[src/dmi_consts.vh]
// Constants for the dual master interrupt logic
`ifndef DMI_CONSTS_VH
`define DMI_CONSTS_VH

// Upstream slave address: fixed prefix plus four address pins
`define DMI_ADDR_PREFIX   3'b111
`define DMI_ADDR_PINS     4

// Register select field of the command byte
`define DMI_SEL_LSB       0
`define DMI_SEL_MSB       1
`define DMI_REG_STATUS    2'b10

// Interrupt status register bit positions
`define DMI_BIT_PEER_TEST 7
`define DMI_BIT_SELF_TEST 6
`define DMI_BIT_LOST      3
`define DMI_BIT_UNCLEAN   2
`define DMI_BIT_RDONE     1
`define DMI_BIT_DS_IRQ    0
`define DMI_STATUS_RESET  8'h00

// Serial byte framing
`define DMI_BITS_PER_BYTE 4'h8
`define DMI_CLEAR_PULSE   4'h1

// Synchroniser layout
`define DMI_SYNC_WIDTH    11
`define DMI_SYNC_RESET    11'h7ff

`endif

[src/dmi_bus_sensor.v]
// Downstream bus sensor: busy between a START and a STOP
`timescale 1ns/1ps
module dmi_bus_sensor (
  input  wire sys_clk, // System clock
  input  wire reset_n, // Asynchronous reset, active low
  input  wire scl,     // Synchronised downstream clock line
  input  wire sda,     // Synchronised downstream data line
  output reg  busy     // Transfer in progress downstream
);

  reg scl_prev;
  reg sda_prev;

  wire start_seen = scl & scl_prev & sda_prev & ~sda;
  wire stop_seen  = scl & scl_prev & ~sda_prev & sda;

  always @(posedge sys_clk or negedge reset_n) begin
    if (!reset_n) begin
      scl_prev <= 1'b1;
      sda_prev <= 1'b1;
      busy     <= 1'b0;
    end else begin
      scl_prev <= scl;
      sda_prev <= sda;
      if (start_seen) begin
        busy <= 1'b1;
      end else if (stop_seen) begin
        busy <= 1'b0;
      end
    end
  end

endmodule // dmi_bus_sensor

[src/dmi_irq_logic.v]
// Interrupt logic and status read port of the dual master bus selector
//
// Contract
// - Losing master's interrupt goes low once it is disconnected downstream.
// - Lost-control mask bit 1 keeps the losing master's interrupt released.
// - Recovery request set; new master interrupted once downstream recovery ends.
// - Recovery-done mask bit 1 suppresses the recovery completion interrupt.
// - Without recovery, switch during START..STOP interrupts the new master.
// - Bus-sensor mask bit 1 suppresses the unclean-switch interrupt.
// - Unclean-switch flag stays clear when recovery was requested.
// - Unmasked low downstream input drives both interrupt outputs low.
// - Downstream mask blocks only its own master's output.
// - Self-test request 1 pulls the same master's interrupt low.
// - Peer-test request 1 pulls the other master's interrupt low.
// - Writing a test request back to 0 releases its interrupt.
// - Interrupt outputs are open-drain: low when active, released otherwise.
// - Two status registers; each master reads its own.
// - Status register is selected by register select value binary 10.
// - Bit 7 reads the other master's peer-test request.
// - Bit 6 reads this master's own self-test request.
// - Bit 3 set in previous master's register when switch initiated.
// - Bit 2 set when downstream bus not idle at switch.
// - Bit 1 set when built-in recovery sequence completes.
// - Bit 0 follows asserted downstream input; bits 5 and 4 read 0.
// - Status read clears flags 3, 2, 1 on the second clock pulse.
// - Read leaves test and downstream flags; those follow their sources.
`timescale 1ns/1ps
`include "dmi_consts.vh"
module dmi_irq_logic (
  input  wire       sys_clk,            // System clock, 100 MHz
  input  wire       reset_n,            // Asynchronous reset, active low
  input  wire [3:0] addr_pins,          // Slave address pins
  input  wire [1:0] scl_in,             // Upstream clock line, per master
  input  wire [1:0] sda_in,             // Upstream data line level
  output wire [1:0] sda_out,            // Upstream data drive value
  output wire [1:0] sda_oe,             // Upstream data drive enable
  input  wire       ds_scl_in,          // Downstream clock line
  input  wire       ds_sda_in,          // Downstream data line
  input  wire       ds_irq_n,           // Downstream interrupt, active low
  input  wire [1:0] lost_control_mask,  // Per master mask bits
  input  wire [1:0] recovery_done_mask, // Per master mask bits
  input  wire [1:0] bus_sensor_mask,    // Per master mask bits
  input  wire [1:0] downstream_irq_mask,// Per master mask bits
  input  wire [1:0] recovery_init,      // Per master recovery request
  input  wire [1:0] self_test_request,  // Per master self-test request
  input  wire [1:0] peer_test_request,  // Per master peer-test request
  input  wire [1:0] switch_pulse,       // Downstream handed to master
  input  wire [1:0] disconnect_pulse,   // Master cut off by the other
  input  wire [1:0] recovery_done_pulse,// Recovery done for new master
  output wire       master0_irq_out,    // Interrupt 0 drive value
  output wire       master0_irq_oe,     // Interrupt 0 drive enable
  output wire       master1_irq_out,    // Interrupt 1 drive value
  output wire       master1_irq_oe,     // Interrupt 1 drive enable
  output wire [7:0] irq_status0,        // Status register of master 0
  output wire [7:0] irq_status1         // Status register of master 1
);

  localparam [2:0] ST_IDLE = 3'h0;
  localparam [2:0] ST_ADDR = 3'h1;
  localparam [2:0] ST_ACK  = 3'h2;
  localparam [2:0] ST_CMD  = 3'h3;
  localparam [2:0] ST_READ = 3'h4;
  localparam [2:0] ST_RACK = 3'h5;
  localparam [2:0] ST_SKIP = 3'h6;

  wire [`DMI_SYNC_WIDTH-1:0] raw_pins;
  wire [`DMI_SYNC_WIDTH-1:0] sync_pins;
  wire [1:0]                 s_scl;
  wire [1:0]                 s_sda;
  wire                       s_ds_scl;
  wire                       s_ds_sda;
  wire                       s_ds_irq_n;
  wire [3:0]                 s_addr;
  wire                       ds_busy;
  wire [1:0]                 irq_drive;
  wire [15:0]                status_flat;

  // All pins share the same two stages, so their relative timing holds
  assign raw_pins = {addr_pins, ds_irq_n, ds_sda_in, ds_scl_in,
                     sda_in, scl_in};

  dmi_sync #(
    .WIDTH     (`DMI_SYNC_WIDTH),
    .RESET_VAL (`DMI_SYNC_RESET)
  ) u_sync (
    .sys_clk  (sys_clk),
    .reset_n  (reset_n),
    .async_in (raw_pins),
    .sync_out (sync_pins)
  );

  assign s_scl      = sync_pins[1:0];
  assign s_sda      = sync_pins[3:2];
  assign s_ds_scl   = sync_pins[4];
  assign s_ds_sda   = sync_pins[5];
  assign s_ds_irq_n = sync_pins[6];
  assign s_addr     = sync_pins[10:7];

  // Tracks START..STOP downstream at all times
  dmi_bus_sensor u_sensor (
    .sys_clk (sys_clk),
    .reset_n (reset_n),
    .scl     (s_ds_scl),
    .sda     (s_ds_sda),
    .busy    (ds_busy)
  );

  genvar m;
  generate
    for (m = 0; m < 2; m = m + 1) begin : g_master
      localparam integer O = 1 - m;

      reg [2:0] state;
      reg [3:0] bit_cnt;
      reg [7:0] shift;
      reg [1:0] reg_sel;
      reg       rd_dir;
      reg       ack_of_cmd;
      reg       drive_low;
      reg       scl_prev;
      reg       sda_prev;
      reg       lost_flag;
      reg       unclean_flag;
      reg       rdone_flag;
      reg [7:0] status;
      reg       irq_active;
      reg [7:0] next_status;

      wire start_seen = s_scl[m] & scl_prev & sda_prev & ~s_sda[m];
      wire stop_seen  = s_scl[m] & scl_prev & ~sda_prev & s_sda[m];
      wire scl_rise   = s_scl[m] & ~scl_prev;
      wire scl_fall   = ~s_scl[m] & scl_prev;
      wire byte_done  = (bit_cnt == `DMI_BITS_PER_BYTE);
      wire addr_match = (shift[7:1] == {`DMI_ADDR_PREFIX, s_addr});
      wire sel_status = (reg_sel == `DMI_REG_STATUS);

      // Clear lands on the second clock rise of a status data byte
      wire read_clear = (state == ST_READ) & scl_rise & sel_status &
                        (bit_cnt == `DMI_CLEAR_PULSE);

      wire set_lost    = disconnect_pulse[m];
      wire set_unclean = switch_pulse[m] & ds_busy &
                         ~recovery_init[m];
      wire set_rdone   = recovery_done_pulse[m];
      wire ds_flag     = ~s_ds_irq_n;

      // Previous levels for edge and bus condition detection; reset to
      // the idle high level so no false START follows reset
      always @(posedge sys_clk or negedge reset_n) begin
        if (!reset_n) begin
          scl_prev <= 1'b1;
          sda_prev <= 1'b1;
        end else begin
          scl_prev <= s_scl[m];
          sda_prev <= s_sda[m];
        end
      end

      // Other selects leave SDA alone; their data comes from the control
      // logic, whose drive is wire-ANDed with ours
      wire first_bit_low = sel_status & ~status[7];
      wire next_bit_low  = sel_status & ~shift[6];

      // Upstream read port: only the status register is served here
      always @(posedge sys_clk or negedge reset_n) begin
        if (!reset_n) begin
          state      <= ST_IDLE;
          bit_cnt    <= 4'h0;
          shift      <= 8'h00;
          reg_sel    <= 2'b00;
          rd_dir     <= 1'b0;
          ack_of_cmd <= 1'b0;
          drive_low  <= 1'b0;
        end else begin
          if (stop_seen) begin
            state     <= ST_IDLE;
            drive_low <= 1'b0;
          end else if (start_seen) begin
            // Repeated start keeps the register select
            state     <= ST_ADDR;
            bit_cnt   <= 4'h0;
            drive_low <= 1'b0;
          end else begin
            case (state)
              ST_ADDR, ST_CMD: begin
                if (scl_rise && !byte_done) begin
                  shift   <= {shift[6:0], s_sda[m]};
                  bit_cnt <= bit_cnt + 4'h1;
                end else if (scl_fall && byte_done) begin
                  if (state == ST_CMD) begin
                    reg_sel    <= shift[`DMI_SEL_MSB:`DMI_SEL_LSB];
                    ack_of_cmd <= 1'b1;
                    drive_low  <= 1'b1;
                    state      <= ST_ACK;
                  end else if (addr_match) begin
                    rd_dir     <= shift[0];
                    ack_of_cmd <= 1'b0;
                    drive_low  <= 1'b1;
                    state      <= ST_ACK;
                  end else begin
                    state <= ST_SKIP;
                  end
                end
              end
              ST_ACK: begin
                if (scl_fall) begin
                  bit_cnt <= 4'h0;
                  if (ack_of_cmd) begin
                    // Data bytes of a write belong to the control logic
                    drive_low <= 1'b0;
                    state     <= ST_SKIP;
                  end else if (rd_dir) begin
                    shift     <= status;
                    drive_low <= first_bit_low;
                    state     <= ST_READ;
                  end else begin
                    drive_low <= 1'b0;
                    state     <= ST_CMD;
                  end
                end
              end
              ST_READ: begin
                // SDA moves only after SCL falls, inside the low phase
                if (scl_rise) begin
                  bit_cnt <= bit_cnt + 4'h1;
                end else if (scl_fall) begin
                  if (byte_done) begin
                    drive_low <= 1'b0;
                    state     <= ST_RACK;
                  end else begin
                    shift     <= {shift[6:0], 1'b0};
                    drive_low <= next_bit_low;
                  end
                end
              end
              ST_RACK: begin
                if (scl_rise && s_sda[m]) begin
                  // Not acknowledged: master ends the read
                  state <= ST_SKIP;
                end else if (scl_fall) begin
                  bit_cnt   <= 4'h0;
                  shift     <= status;
                  drive_low <= first_bit_low;
                  state     <= ST_READ;
                end
              end
              ST_IDLE, ST_SKIP: begin
                drive_low <= 1'b0;
              end
              default: begin
                state     <= ST_IDLE;
                drive_low <= 1'b0;
              end
            endcase
          end
        end
      end

      // Sticky flags: a new event in the clearing cycle wins, so an
      // event that lands in the clearing cycle stays set for the next read
      always @(posedge sys_clk or negedge reset_n) begin
        if (!reset_n) begin
          lost_flag    <= 1'b0;
          unclean_flag <= 1'b0;
          rdone_flag   <= 1'b0;
        end else begin
          if (set_lost) begin
            lost_flag <= 1'b1;
          end else if (read_clear) begin
            lost_flag <= 1'b0;
          end
          if (set_unclean) begin
            unclean_flag <= 1'b1;
          end else if (read_clear) begin
            unclean_flag <= 1'b0;
          end
          if (set_rdone) begin
            rdone_flag <= 1'b1;
          end else if (read_clear) begin
            rdone_flag <= 1'b0;
          end
        end
      end

      // One register per master, read only through its own port
      always @* begin
        next_status                     = `DMI_STATUS_RESET;
        next_status[`DMI_BIT_PEER_TEST] = peer_test_request[O];
        next_status[`DMI_BIT_SELF_TEST] = self_test_request[m];
        next_status[`DMI_BIT_LOST]      = lost_flag;
        next_status[`DMI_BIT_UNCLEAN]   = unclean_flag;
        next_status[`DMI_BIT_RDONE]     = rdone_flag;
        next_status[`DMI_BIT_DS_IRQ]    = ds_flag;
      end

      // Bits 5 and 4 keep the reset value and always read zero
      always @(posedge sys_clk or negedge reset_n) begin
        if (!reset_n) begin
          status <= `DMI_STATUS_RESET;
        end else begin
          status <= next_status;
        end
      end

      // Flags stay visible when masked; masks gate only the output
      wire src_lost    = lost_flag & ~lost_control_mask[m];
      wire src_rdone   = rdone_flag & ~recovery_done_mask[m];
      wire src_unclean = unclean_flag & ~bus_sensor_mask[m];
      wire src_ds      = ds_flag & ~downstream_irq_mask[m];
      wire src_self    = self_test_request[m];
      wire src_peer    = peer_test_request[O];
      wire next_irq    = src_lost | src_rdone | src_unclean | src_ds |
                         src_self | src_peer;

      // Registered so the pin cannot glitch while sources change together
      always @(posedge sys_clk or negedge reset_n) begin
        if (!reset_n) begin
          irq_active <= 1'b0;
        end else begin
          irq_active <= next_irq;
        end
      end

      assign sda_out[m]             = 1'b0;
      assign sda_oe[m]              = drive_low;
      assign irq_drive[m]           = irq_active;
      assign status_flat[m*8 +: 8]  = status;
    end
  endgenerate

  // Open drain: the value is always low, only the enable moves
  assign master0_irq_out = 1'b0;
  assign master0_irq_oe  = irq_drive[0];
  assign master1_irq_out = 1'b0;
  assign master1_irq_oe  = irq_drive[1];

  assign irq_status0 = status_flat[7:0];
  assign irq_status1 = status_flat[15:8];

endmodule // dmi_irq_logic

[src/dmi_sync.v]
// Two flip-flop synchroniser for pins from outside the clock domain
`timescale 1ns/1ps
module dmi_sync #(
  parameter                   WIDTH     = 11,
  parameter [WIDTH-1:0]       RESET_VAL = {WIDTH{1'b1}}
) (
  input  wire                 sys_clk,  // System clock
  input  wire                 reset_n,  // Asynchronous reset, active low
  input  wire [WIDTH-1:0]     async_in, // Raw pin levels
  output wire [WIDTH-1:0]     sync_out  // Levels after two stages
);

  reg [WIDTH-1:0] stage1;
  reg [WIDTH-1:0] stage2;

  // Idle bus lines are high, so reset to the idle level
  always @(posedge sys_clk or negedge reset_n) begin
    if (!reset_n) begin
      stage1 <= RESET_VAL;
      stage2 <= RESET_VAL;
    end else begin
      stage1 <= async_in;
      stage2 <= stage1;
    end
  end

  assign sync_out = stage2;

endmodule // dmi_sync

[config.mk]
export PLATFORM = sky130hd
export DESIGN_NAME = dmi_irq_logic
export DESIGN_NICKNAME = d
export VERILOG_FILES = /design/src/dmi_bus_sensor.v /design/src/dmi_irq_logic.v /design/src/dmi_sync.v
export VERILOG_INCLUDE_DIRS = /design/src
export SDC_FILE = /design/constraint.sdc
export NUM_CORES = 1
export LEC_CHECK = 0
export ABC_AREA = 1
export BUFFER_PORTS_ARGS = -buffer_cell sky130_fd_sc_hd__buf_4
export CORE_MARGIN = 4
export CORE_UTILIZATION = 55
export DETAILED_ROUTE_END_ITERATION = 10
export PLACE_DENSITY = 0.77
export SETUP_SLACK_MARGIN = 0.02
export SYNTH_ARGS = -nofsm -noshare
export SYNTH_HDL_FRONTEND = slang
export SYNTH_SLANG_ARGS = --single-unit
[constraint.sdc]
create_clock -name sys_clk -period 1.92 [get_ports sys_clk]
set_clock_uncertainty 0.05 [all_clocks]
set_input_delay 0.096 -clock sys_clk [delete_from_list [all_inputs] [get_ports sys_clk]]
set_output_delay 0.096 -clock sys_clk [all_outputs]
set_load 0.02 [all_outputs]
; After elaboration in Yosys (flattened, before gate mapping)
; Cells that the tools add are included.
[totals]
in_bits = 33
regBits = 89
mem_bits_rw = 0
romBits = 0
latchBits = 0
out_inout_bits = 24
n_memories = 0
elab_cells = 332
[classes]
n_mul = 0
n_lt_le_gt_ge = 0
n_shift = 0
muxes = 106
n_addsub = 2
bitwise = 84
n_reduce_logical = 41
n_eq_ne = 66
n_div = 0
[op_table]
columns = cell, n
row1 = $mux 8, 18
row2 = $mux 3, 28
row3 = $ne 4x4->1 const B, 16
row4 = $pmux 8 s4, 2
row5 = $mux 1, 42
row6 = $and 1x1->1, 41
row7 = $mux 4, 10
row8 = $ne 2x2->1 const B, 18
row9 = $not 1->1, 33
row10 = $pmux 4 s4, 2
row11 = $reduce_and 8->1, 4
row12 = $pmux 3 s5, 2
row13 = $ne 3x3->1 const B, 8
row14 = $reduce_and 12->1, 2
row15 = $reduce_and 6->1, 4
row16 = $ne 5x5->1 const B, 4
row17 = $eq 3x3->1 const B, 6
row18 = $reduce_bool 2->1, 9
row19 = $eq 7x7->1, 2
row20 = $reduce_and 7->1, 2
row21 = $eq 3x2->1 const B, 4
row22 = $or 1x1->1, 10
row23 = $reduce_and 5->1, 2
row24 = $reduce_bool 5->1, 2
row25 = other kinds (11), 28

; Longest topological paths before layout
; Gate-level depths: netlist of the first run.
[depth]
depth_word = 8
mapped_depth = 11
depth_no_buf = 11

; Modules after synthesis
; From an unflattened synthesis of the first run, not the netlist that was laid out.
[unflattened]
cells_unflattened = 529
area_unflattened_um2 = 4453.0
[by_module_without_submodules]
columns = mod, n_inst, cells_each, area_per_inst_um2, seq_area_each_um2
row1 = dmi_irq_logic, 1, 495, 3759.9, 1581.5
row2 = dmi_sync, 1, 22, 578.1, 578.1
row3 = dmi_bus_sensor, 1, 12, 115.1, 77.6

; Worst setup path before layout of the first run
; No wires, ideal clock.
[synth_timing]
kind = register to register
start = register u_sync.stage2[3], in the netlist u_sync.sync_out[3]
end = register g_master[1].shift[6]
required_ns = 1.753
n_path_buf = 1
setup_slack_ns = 0.285
setup_ns = 0.117
period_less_slack_ns = 1.635
path_stages_with_launch = 9
arrival_ns = 1.468
path_cell_list = dfstp_2 inv_2 nand4_2 clkinv_1 nor3b_4 nand3b_4 buf_6 nand2_2 o21ai_2
[synth_between]
elab_chain_len = 4
word_cells_on_any_way = 8
classes_between = 1 x eq/ne / 5 x bitwise / 2 x reduce/logical
[synth_lines]
columns = element, line
row1 = start: declaration, dmi_sync.v:14  ; reg [WIDTH-1:0] stage2;
row2 = start signal: assignment, dmi_sync.v:23  ; stage2 <= stage1;
row3 = $not 1->1, dmi_irq_logic.v:129  ; wire start_seen = s_scl[m] & scl_prev & sda_prev & ~s_sda[m];
row4 = $and 1x1->1, dmi_irq_logic.v:129
row5 = $not 1->1 (no line), -
row6 = $reduce_and 12->1 (no line) (*), -
row7 = end signal: assignment, dmi_irq_logic.v:187  ; shift <= {shift[6:0], s_sda[m]};
row8 = end signal: assignment, dmi_irq_logic.v:213  ; shift <= status;
row9 = end signal: assignment, dmi_irq_logic.v:231  ; shift <= {shift[6:0], 1'b0};
row10 = end: declaration, dmi_irq_logic.v:115  ; reg [7:0] shift;
; Every way passes the cells marked *; elsewhere a longest branch is shown, timed or not.
; A chain may end at the register's enable or synchronous reset.

; Worst setup path after layout of the first run
[layout_timing]
start = register g_master[0].bit_cnt[0]
end = register g_master[0].bit_cnt[0]
[layout_between]
elab_chain_len = 5
word_cells_on_any_way = 12
classes_between = 1 x add/sub / 2 x eq/ne / 6 x mux / 3 x reduce/logical
[layout_lines]
columns = element, line
row1 = start: declaration, dmi_irq_logic.v:114  ; reg [3:0] bit_cnt;
row2 = start signal: assignment, dmi_irq_logic.v:188  ; bit_cnt <= bit_cnt + 4'h1;
row3 = start signal: assignment, dmi_irq_logic.v:225  ; bit_cnt <= bit_cnt + 4'h1;
row4 = "parallel branches: the longest is 5 deep, another holds $add 4x1->4", -
; Parallel ways; which one is timed is not known. The select of a mux whose other input is x is not followed.

==> results.cfg, run 1 <==
[layout]
area_growth_pct = 23.5
seqCellArea_mm2 = 0.00224
antenna_cells = 0
n_fill_cell = 580
multi_input_comb_area_mm2 = 0.00184
design_area_mm2 = 0.00538
nNetsFinal = 648
drive_gt1_frac = 0.244

[setup_path]
crit_type = reg2reg
cp.required_ns = 2.12
start_kind = flop
end_kind = flop
crit_path_max_fanout = 5
arrival_ns = 1.99

[die]
fp.dieH_um = 97
pin_count = 57
die_area_mm2 = 0.00941
initial_core_util = 0.564
die_x_um = 97
rows = 32
core_mm2 = 0.00773

[timing]
period_minus_slack_ns = 1.79
slew_viol_final = 0
setup_viol = 0
whs_ns = 0.0459
rsz0062_at_grt = yes
period_share = 0.933
max_freq_mhz = 558
finalHoldViolCount = 0
setup_tns_ns = 0

[yosys]
yosysMostFrequentCell = nand2_1
synthDistinctLibCells = 40
synthCells = 522
synth_edf_count = 0
synthTopCellsByArea = dfrtp_1 (34%), dfstp_2 (17%), nand2_1 (12%), inv_1 (5.1%), nand3_1 (4.9%)
ys_warn_count = 0
syn_area_per_cell_um2 = 8.35
synth_ff_type = dfrtp_1
synthesis.area_mm2 = 0.00436
synth_common_cells = nand2_1 (140), dfrtp_1 (60), inv_1 (59)
synth_seq_area_share = 0.513
ys_ff_latch = 88
netlist.area_leader.share = 0.345
yosysTopAreaCell = dfrtp_1
async_flop_share = 1.00

[placement]
gp_congestion = 0.922
portBuffers = 48
dp_hpwl_um = 6860
post_dp_cell_area_mm2 = 0.00482

[clock_tree]
numCtsBuffers = 9
root_buffer = clkbuf_8
path_clk_slew_ns = 0.09
cts_htree_levels = 3
clk_latency_ns = 0.37
clkSinkCount = 88
cts_tree = built
clockBufferDepth = 2

[power_and_ir_drop]
power_frac_clock = 0.227
combPwrFrac = 0.368
p_sw_frac = 0.405
p_sw_mw = 2.44
p_int_mw = 3.59
seqPwrFrac = 0.405
p_total_mw = 6.03
powerDensity_mw_per_mm2 = 1120
ir_drop_mv = 0.757
p_leak_nw = 2.65

[grt]
overflow = 0
grt.total_usage = 0.216
grt_use_met3 = 0.0627
grt_pass1_wl_um = 16500
busiest_layer = met2
antenna_found_initial = 0
grtUsageMet2 = 0.343
grt_max_degree = 59
grt_pass1_vias = 3639
gr-usage-met1 = 0.284

[routing]
vias = 3676
wl_per_cell_um = 13.8
drcViolationCount = 0
postRouteAntennaNets = 0
vias_per_cell = 5.13
drt_iter0_markers = 201
wirelength_um = 9860
firstDrtPassIters = 4

[run]
max-cap-violations = 0

[min_path]
holdCritPathClass = in2reg

[run_status]
status = finished clean
-- per-layer routing --
layer / vias to the layer above / part of all wire
met5: - / 0
met4: 0 / 0.018
met3: 22 / 0.055
met2: 103 / 0.48
met1: 1730 / 0.45
li1: 1821 / -
-- through the flow --
stage	worst slack [ns]	utilization	instances
6_report	0.129	0.696	716
3_3_place_gp	0.144	0.624	671
4_1_cts	0.0688	0.685	713
3_5_place_dp	0.0836	0.624	671
2_1_floorplan	0.285	-	529
5_1_grt	-0.00422	0.696	716
-- sequential cells by signal (all words and copies together), names as in the netlist, 2 cells and up --
name,flops
g_master.drive_low,2
g_master.lost_flag,2
irq_status1,6
g_master.unclean_flag,2
g_master.shift,16
g_master.ack_of_cmd,2
u_sync.stage1,11
u_sync.sync_out,11
g_master.sda_prev,2
g_master.rdone_flag,2
g_master.scl_prev,2
g_master.state,6
g_master.reg_sel,4
g_master.bit_cnt,8
g_master.rd_dir,2
irq_status0,5
-- layout make-up --
cell class,count,area share
repair buffers,82,0.129
clock buffers,9,0.0230
well taps,102,0.0237
inverters,72,0.0507
clock inverters,7,0.0163
multi-input cells,356,0.342
flip-flops and latches,88,0.416
-- power groups by stage --
stage	Combinational, mW	Sequential [mW]	Clock [mW]
final	2.22	2.44	1.37
after global routing	2.51	2.48	1.47
after CTS	2.06	2.43	1.40
after detailed placement	1.99	2.46	0
after global placement	1.95	2.45	0
after floorplan	1.62	2.40	0
-- worst max-delay path, cell delays in order, from the launching register on --
cell and delay, ns:
dfrtp_1 0.42, inv_1 0.08, ha_1 0.20, nand3_1 0.14
inv_1 0.10, o21ai_1 0.17, nand3_2 0.15, nor2_4 0.17
nor2_2 0.08, nand2_1 0.07, nand2_1 0.06
-- placed cells by master, fill, tap and decap left out, drive strengths merged, types with 3 or more instances in the layout --
cell type / Yosys / final
dlygate4sd3: 0 / 26
nand3b: 2 / 3
a21oi: 10 / 10
nand2: 145 / 145
dfrtp: 60 / 60
nand3: 44 / 44
dfstp: 28 / 28
conb: 1 / 8
o22ai: 4 / 4
xor2: 5 / 5
o21bai: 4 / 4
nand4: 6 / 6
ha: 6 / 6
o211ai: 3 / 3
nor2: 56 / 56
o21ai: 48 / 48
clkbuf: 0 / 9
nor3: 6 / 6
buf: 14 / 56
inv: 71 / 74
-- repair_timing --
action	CTS	global route
hold buffers	26	0
setup endpoints to repair	0	27
hold endpoints to repair	53	0
setup buffers	0	2
gates resized for setup	0	17
-- kinds of logic (layout without fill, tap and decap cells) --
family          count (synthesis)  count (layout)  synth area share
simple gates                  262             263             0.271
flops                          88              88             0.513
buf+inv                        86             170            0.0864
compound gates                 72              72            0.0971
xor+xnor                        7               7            0.0141
fa+ha+maj                       6               6            0.0172
other cells                     1               8          0.000861
-- final timing paths --
check | start | to | slack (ns) | cells past startpoint
max | g_master[0].bit_cnt[0] | g_master[0].bit_cnt[0] | 0.13 | 10
min | bus_sensor_mask[1] | master1_irq_oe | 0.05 | 4
max reg2reg | g_master[0].bit_cnt[0] | g_master[0].bit_cnt[0] | 0.13 | 10
min reg2reg | u_sync.stage1[3] | u_sync.sync_out[3] | 0.30 | 0
max in group asynchronous | reset_n | u_sync.sync_out[5] | 0.99 | 3
min in group asynchronous | reset_n | g_master[1].bit_cnt[3] | 0.15 | 2
(Power assumes the default switching activity.)
==> run 2, diff against run 1 <==
--- a/config.mk
+++ b/config.mk
@@ -8,11 +8,13 @@
 export LEC_CHECK = 0
 export ABC_AREA = 1
 export BUFFER_PORTS_ARGS = -buffer_cell sky130_fd_sc_hd__buf_4
+export CELL_PAD_IN_SITES_DETAIL_PLACEMENT = 0
+export CELL_PAD_IN_SITES_GLOBAL_PLACEMENT = 2
 export CORE_MARGIN = 4
-export CORE_UTILIZATION = 55
+export CORE_UTILIZATION = 34
 export DETAILED_ROUTE_END_ITERATION = 10
-export PLACE_DENSITY = 0.77
-export SETUP_SLACK_MARGIN = 0.02
+export PLACE_DENSITY_LB_ADDON = 0.1
+export SETUP_SLACK_MARGIN = 0.5
 export SYNTH_ARGS = -nofsm -noshare
 export SYNTH_HDL_FRONTEND = slang
 export SYNTH_SLANG_ARGS = --single-unit
==> run 2 against run 1 <==
Effect of this change: via count rose by 4.4%; worst setup slack better by 0.12 ns; total power increased by 21%; register-to-register slack improved by 0.12 ns; fmax rose by 7.1%; clock power increased by 25%; die area rose by 56%.
==> results.cfg, run 2 (same netlist as run 1, synthesis figures left out) <==
[routing]
vias = 3836
wl_per_cell_um = 13.8
drcViolationCount = 0
firstDrtPassIters = 4
vias_per_cell = 4.63
postRouteAntennaNets = 0
drt_iter0_markers = 199
wirelength_um = 11500

[power_and_ir_drop]
p_sw_frac = 0.401
p_leak_nw = 3.01
combPwrFrac = 0.431
power_frac_clock = 0.234
ir_drop_mv = 0.697
powerDensity_mw_per_mm2 = 1120
p_int_mw = 4.37
seqPwrFrac = 0.335
p_total_mw = 7.31
p_sw_mw = 2.93

[setup_path]
arrival_ns = 1.90
cpLargestDelayFamily = buffers and inverters
crit_path_max_fanout = 6
cp.required_ns = 2.15
critPathBufInv = 4
start_kind = flop
startpoint = g_master[0].state[2]
end_kind = flop
crit_type = reg2reg
max_stage_delay_ns = 0.47
path_cells = inv_4 -> nand3_4 -> inv_4 -> nor2_1 -> buf_4 -> buf_4 -> o21ai_0 -> nand3_2 -> nand2_1
worst_r2r_startpoint = g_master[0].state[2]
slowest_stage = dfrtp_2

[clock_tree]
path_clk_slew_ns = 0.07
clockBufferDepth = 2
cts_tree = built
clk_latency_ns = 0.34
numCtsBuffers = 9
clkSinkCount = 88
root_buffer = clkbuf_16
cts_htree_levels = 3

[timing]
rsz0062_at_grt = yes
period_share = 0.871
whs_ns = 0.0791
setup_viol = 0
finalHoldViolCount = 0
worst_slew_pin_slew_ns = 0.547
max_freq_mhz = 598
slew_viol_final = 0
setup_tns_ns = 0
relSlewSlack = 0.636
period_minus_slack_ns = 1.67

[layout]
n_fill_cell = 1185
antenna_cells = 0
largest_reg_flops = 16
largest_register = g_master.shift
design_area_mm2 = 0.00650
layout_common_cells = nand2_1 (106), buf_4 (86), dfrtp_1 (55)
area_growth_pct = 49.1
final_common_cell = nand2_1
drive_gt1_frac = 0.443
nNetsFinal = 691

[grt]
grt_pass1_vias = 3851
grt.total_usage = 0.165
antenna_found_initial = 0
grt_pass1_wl_um = 19100
grt_max_degree = 39
overflow = 0

[die]
pin_count = 57
initial_core_util = 0.347
die_area_mm2 = 0.0147
die_x_um = 121
fp.dieH_um = 121
core_mm2 = 0.0126
rows = 41

[min_path]
holdCritStartpoint = downstream_irq_mask[1]
holdCritPathClass = in2reg

[run_status]
status = finished clean

[placement]
gp_congestion = 0.834
post_dp_cell_area_mm2 = 0.00507
dp_hpwl_um = 7900
portBuffers = 48

[run]
max-cap-violations = 0
==> run 2: final timing paths <==
check | to | slack, ns | cells past startpoint
setup / recovery | g_master[0].shift[7] | 0.25 | 9
hold / removal | master1_irq_oe | 0.08 | 4
setup reg to reg | g_master[0].shift[7] | 0.25 | 9
hold reg to reg | u_sync.sync_out[9] | 0.30 | 0
max in group asynchronous | g_master[0].sda_prev | 0.93 | 3
min in group asynchronous | g_master[1].state[0] | 0.23 | 2
==> run 2: metrics by stage <==
step / utilization / setup WS, ns / instances
2_1_floorplan: - / 0.352 / 529
3_3_place_gp: 0.404 / 0.108 / 750
3_5_place_dp: 0.404 / 0.109 / 750
4_1_cts: 0.486 / 0.329 / 816
5_1_grt: 0.517 / 0.183 / 829
6_report: 0.517 / 0.247 / 829
==> run 2: area by class of cell <==
| cell class | instances | area, um^2 | share of cell area |
|---|---|---|---|
| multi-input combinational | 356 | 2350 | 0.362 |
| sequential | 88 | 2240 | 0.345 |
| clock inverter | 6 | 50.0 | 0.00770 |
| inverter | 72 | 309 | 0.0476 |
| clock buffer | 10 | 239 | 0.0368 |
| tap | 172 | 215 | 0.0331 |
| timing repair buffer | 125 | 1090 | 0.167 |
==> run 2: timing repair <==
action / in CTS / in global routing
resized for setup: 76 / 81
hold buffers: 26 / 0
pin swaps: 29 / 34
buffers inserted: 23 / 13
cloned: 1 / 0
setup endpoints to repair: 46 / 46
hold endpoints to repair: 54 / 0
==> run 2: power groups by stage <==
stage	logic (mW)	clock network, mW	registers [mW]
5_1_grt	3.50	1.84	2.49
3_5_place_dp	2.21	0	2.45
6_report	3.15	1.71	2.45
4_1_cts	2.79	1.78	2.41
2_1_floorplan	1.71	0	2.40
3_3_place_gp	2.22	0	2.46
==> run 2: metal layers <==
metal  wire (um)  up-vias  track usage
met5           0        -            0
met4         200        0       0.0574
met3         413       17       0.0392
met2        5390       66        0.251
met1        5460     1838        0.230
li1            -     1915            -
==> run 2: worst min-delay path: cells and delay by family <==
kind,cells,cell delay (ns)
compound gates,1,0.10
simple gates,2,0.16
buf+inv,1,0.08
==> run 3, diff against run 2 <==
--- a/config.mk
+++ b/config.mk
@@ -15,6 +15,7 @@
 export DETAILED_ROUTE_END_ITERATION = 10
 export PLACE_DENSITY_LB_ADDON = 0.1
 export SETUP_SLACK_MARGIN = 0.5
+export SKIP_LAST_GASP = 1
 export SYNTH_ARGS = -nofsm -noshare
 export SYNTH_HDL_FRONTEND = slang
 export SYNTH_SLANG_ARGS = --single-unit
==> constraint.sdc (replaced) <==
create_clock -name sys_clk -period 1.92 [get_ports sys_clk]
set_clock_uncertainty 0.05 [all_clocks]
set_input_delay 0.192 -clock sys_clk [delete_from_list [all_inputs] [get_ports sys_clk]]
set_output_delay 0.192 -clock sys_clk [all_outputs]
set_load 0.02 [all_outputs]
==> run 3 against run 2 <==
Effect of this change: sequential cell count did not move; first-iteration DRC count fell by 11%; critical endpoint is now g_master[1].shift[5]; clock-buffer cell count did not move; non-clock buffer count rose by 3; largest power group unchanged; total power grew 3.9%; sequential power about the same; clock power rose by 11%; sequential share of layout area increased by 0.093 points; die area unchanged; fmax rose by 2.3%.
==> results.cfg, run 3 (same netlist as run 1, synthesis figures left out) <==
[placement]
gp_congestion = 0.845
place_inst = 744
dp_hpwl_um = 7640
post_dp_cell_area_mm2 = 0.00503
place_ws_ns = 0.115
portBuffers = 48

[grt]
grt_pass1_wl_um = 19600
overflow = 0
grt.total_usage = 0.169
grt_pass1_vias = 3935
grt_max_degree = 52
antenna_found_initial = 0

[die]
die_x_um = 121
fp.dieH_um = 121
initial_core_util = 0.347
die_area_mm2 = 0.0147
pin_count = 57
core_mm2 = 0.0126
rows = 41

[routing]
drt_iter0_markers = 177
firstDrtPassIters = 5
wirelength_um = 11700
vias_per_cell = 4.69
wl_per_cell_um = 14.0
postRouteAntennaNets = 0
vias = 3905
drcViolationCount = 0

[layout]
largest_register = g_master.shift
stdcell_count = 832
largest_reg_flops = 16
final_common_cell = nand2_1
n_fill_cell = 1186
drive_gt1_frac = 0.444
design_area_mm2 = 0.00648
layout_common_cells = nand2_1 (109), buf_4 (92), dfrtp_1 (55)
finish.utilization = 0.516
area_growth_pct = 48.7
nNetsFinal = 694
antenna_cells = 0

[timing]
slew_viol_final = 0
rsz0062_at_grt = yes
period_share = 0.852
finalWorstSetupSlack_ns = 0.285
whs_ns = 0.0537
setup_viol = 0
setup_tns_ns = 0
period_minus_slack_ns = 1.64
max_freq_mhz = 612
finalHoldViolCount = 0

[setup_path]
critPathBufInv = 1
max_stage_delay_ns = 0.61
crit_path_max_fanout = 8
path_cells = nor2_4 -> buf_6 -> o21ai_1 -> nand2_1 -> nand3b_4 -> nand2_2 -> o21ai_2
arrival_ns = 1.82
end_kind = flop
crit_type = reg2reg
setup.reg_to_reg.worst_slack_ns = 0.28
slowest_stage = dfstp_2
start_kind = flop
cpLargestDelayFamily = flip-flops
cp.required_ns = 2.10

[min_path]
holdCritPathClass = in2reg

[power_and_ir_drop]
p_leak_nw = 3.05
ir_drop_mv = 0.643
p_total_mw = 7.59
powerDensity_mw_per_mm2 = 1170

[clock_tree]
clkSinkCount = 88
cts_tree = built
cts_htree_levels = 3
clk_latency_ns = 0.34
clockBufferDepth = 2
root_buffer = clkbuf_16
path_clk_slew_ns = 0.06
numCtsBuffers = 9

[run_status]
status = finished clean

[run]
max-cap-violations = 0
run 3: cell count changes in the layout (fill, tap and decap cells not counted), moves of 3 or more:
cell     delta
inv_4       -5
inv_2       +8
buf_4       +6
nand2_1     +3
nand2_4     -3
run 3: worst reg2reg max path: cells and delay by family, from the launching register on:
| kind | cells | cell delay [ns] |
|---|---|---|
| flip-flops | 1 | 0.61 |
| AND/OR/NAND/NOR | 4 | 0.57 |
| buffers and inverters | 1 | 0.12 |
| AO/OA/AOI/OAI | 2 | 0.18 |
run 3: report_power, final:
part           internal (mW)  switching (mW)  total [mW]
clock                   1.15           0.746        1.90
combinational           1.33            1.91        3.24
sequential              2.15           0.292        2.45
run 3: cell type report:
cell class / instances / area [um^2] / area share
Clock buffer: 10 / 229 / 0.0353
Clock inverter: 6 / 91.3 / 0.0141
Inverter: 72 / 289 / 0.0446
Timing Repair Buffer: 128 / 1100 / 0.170
Sequential cell: 88 / 2240 / 0.346
Multi-Input combinational cell: 356 / 2310 / 0.357
Tap cell: 172 / 215 / 0.0332
run 3: repair_timing:
item,4_1_cts,5_1_grt
buffers inserted,35,12
cloned,1,0
endpoints found under the hold margin,83,0
pin swaps,34,26
endpoints found under the setup margin,46,46
resized for setup,93,48
hold buffers,24,0
run 3: final timing paths:
kind                                            from                        to  cells after the start
worst max-delay path            g_master[1].scl_prev      g_master[1].shift[5]                      7
worst min-delay path                 switch_pulse[0]  g_master[0].unclean_flag                      3
worst max register to register  g_master[1].scl_prev      g_master[1].shift[5]                      7
worst min register to register      u_sync.stage1[3]        u_sync.sync_out[3]                      0
max in group asynchronous                    reset_n        u_sync.sync_out[1]                      3
min in group asynchronous                    reset_n    g_master[1].bit_cnt[1]                      2
run 3: routing by layer:
layer,vias to the layer above,wire length (um),GRT usage
li1,1920,-,-
met1,1849,5200,0.227
met2,108,5690,0.266
met3,28,512,0.0466
met4,0,269,0.0553
met5,-,0,0
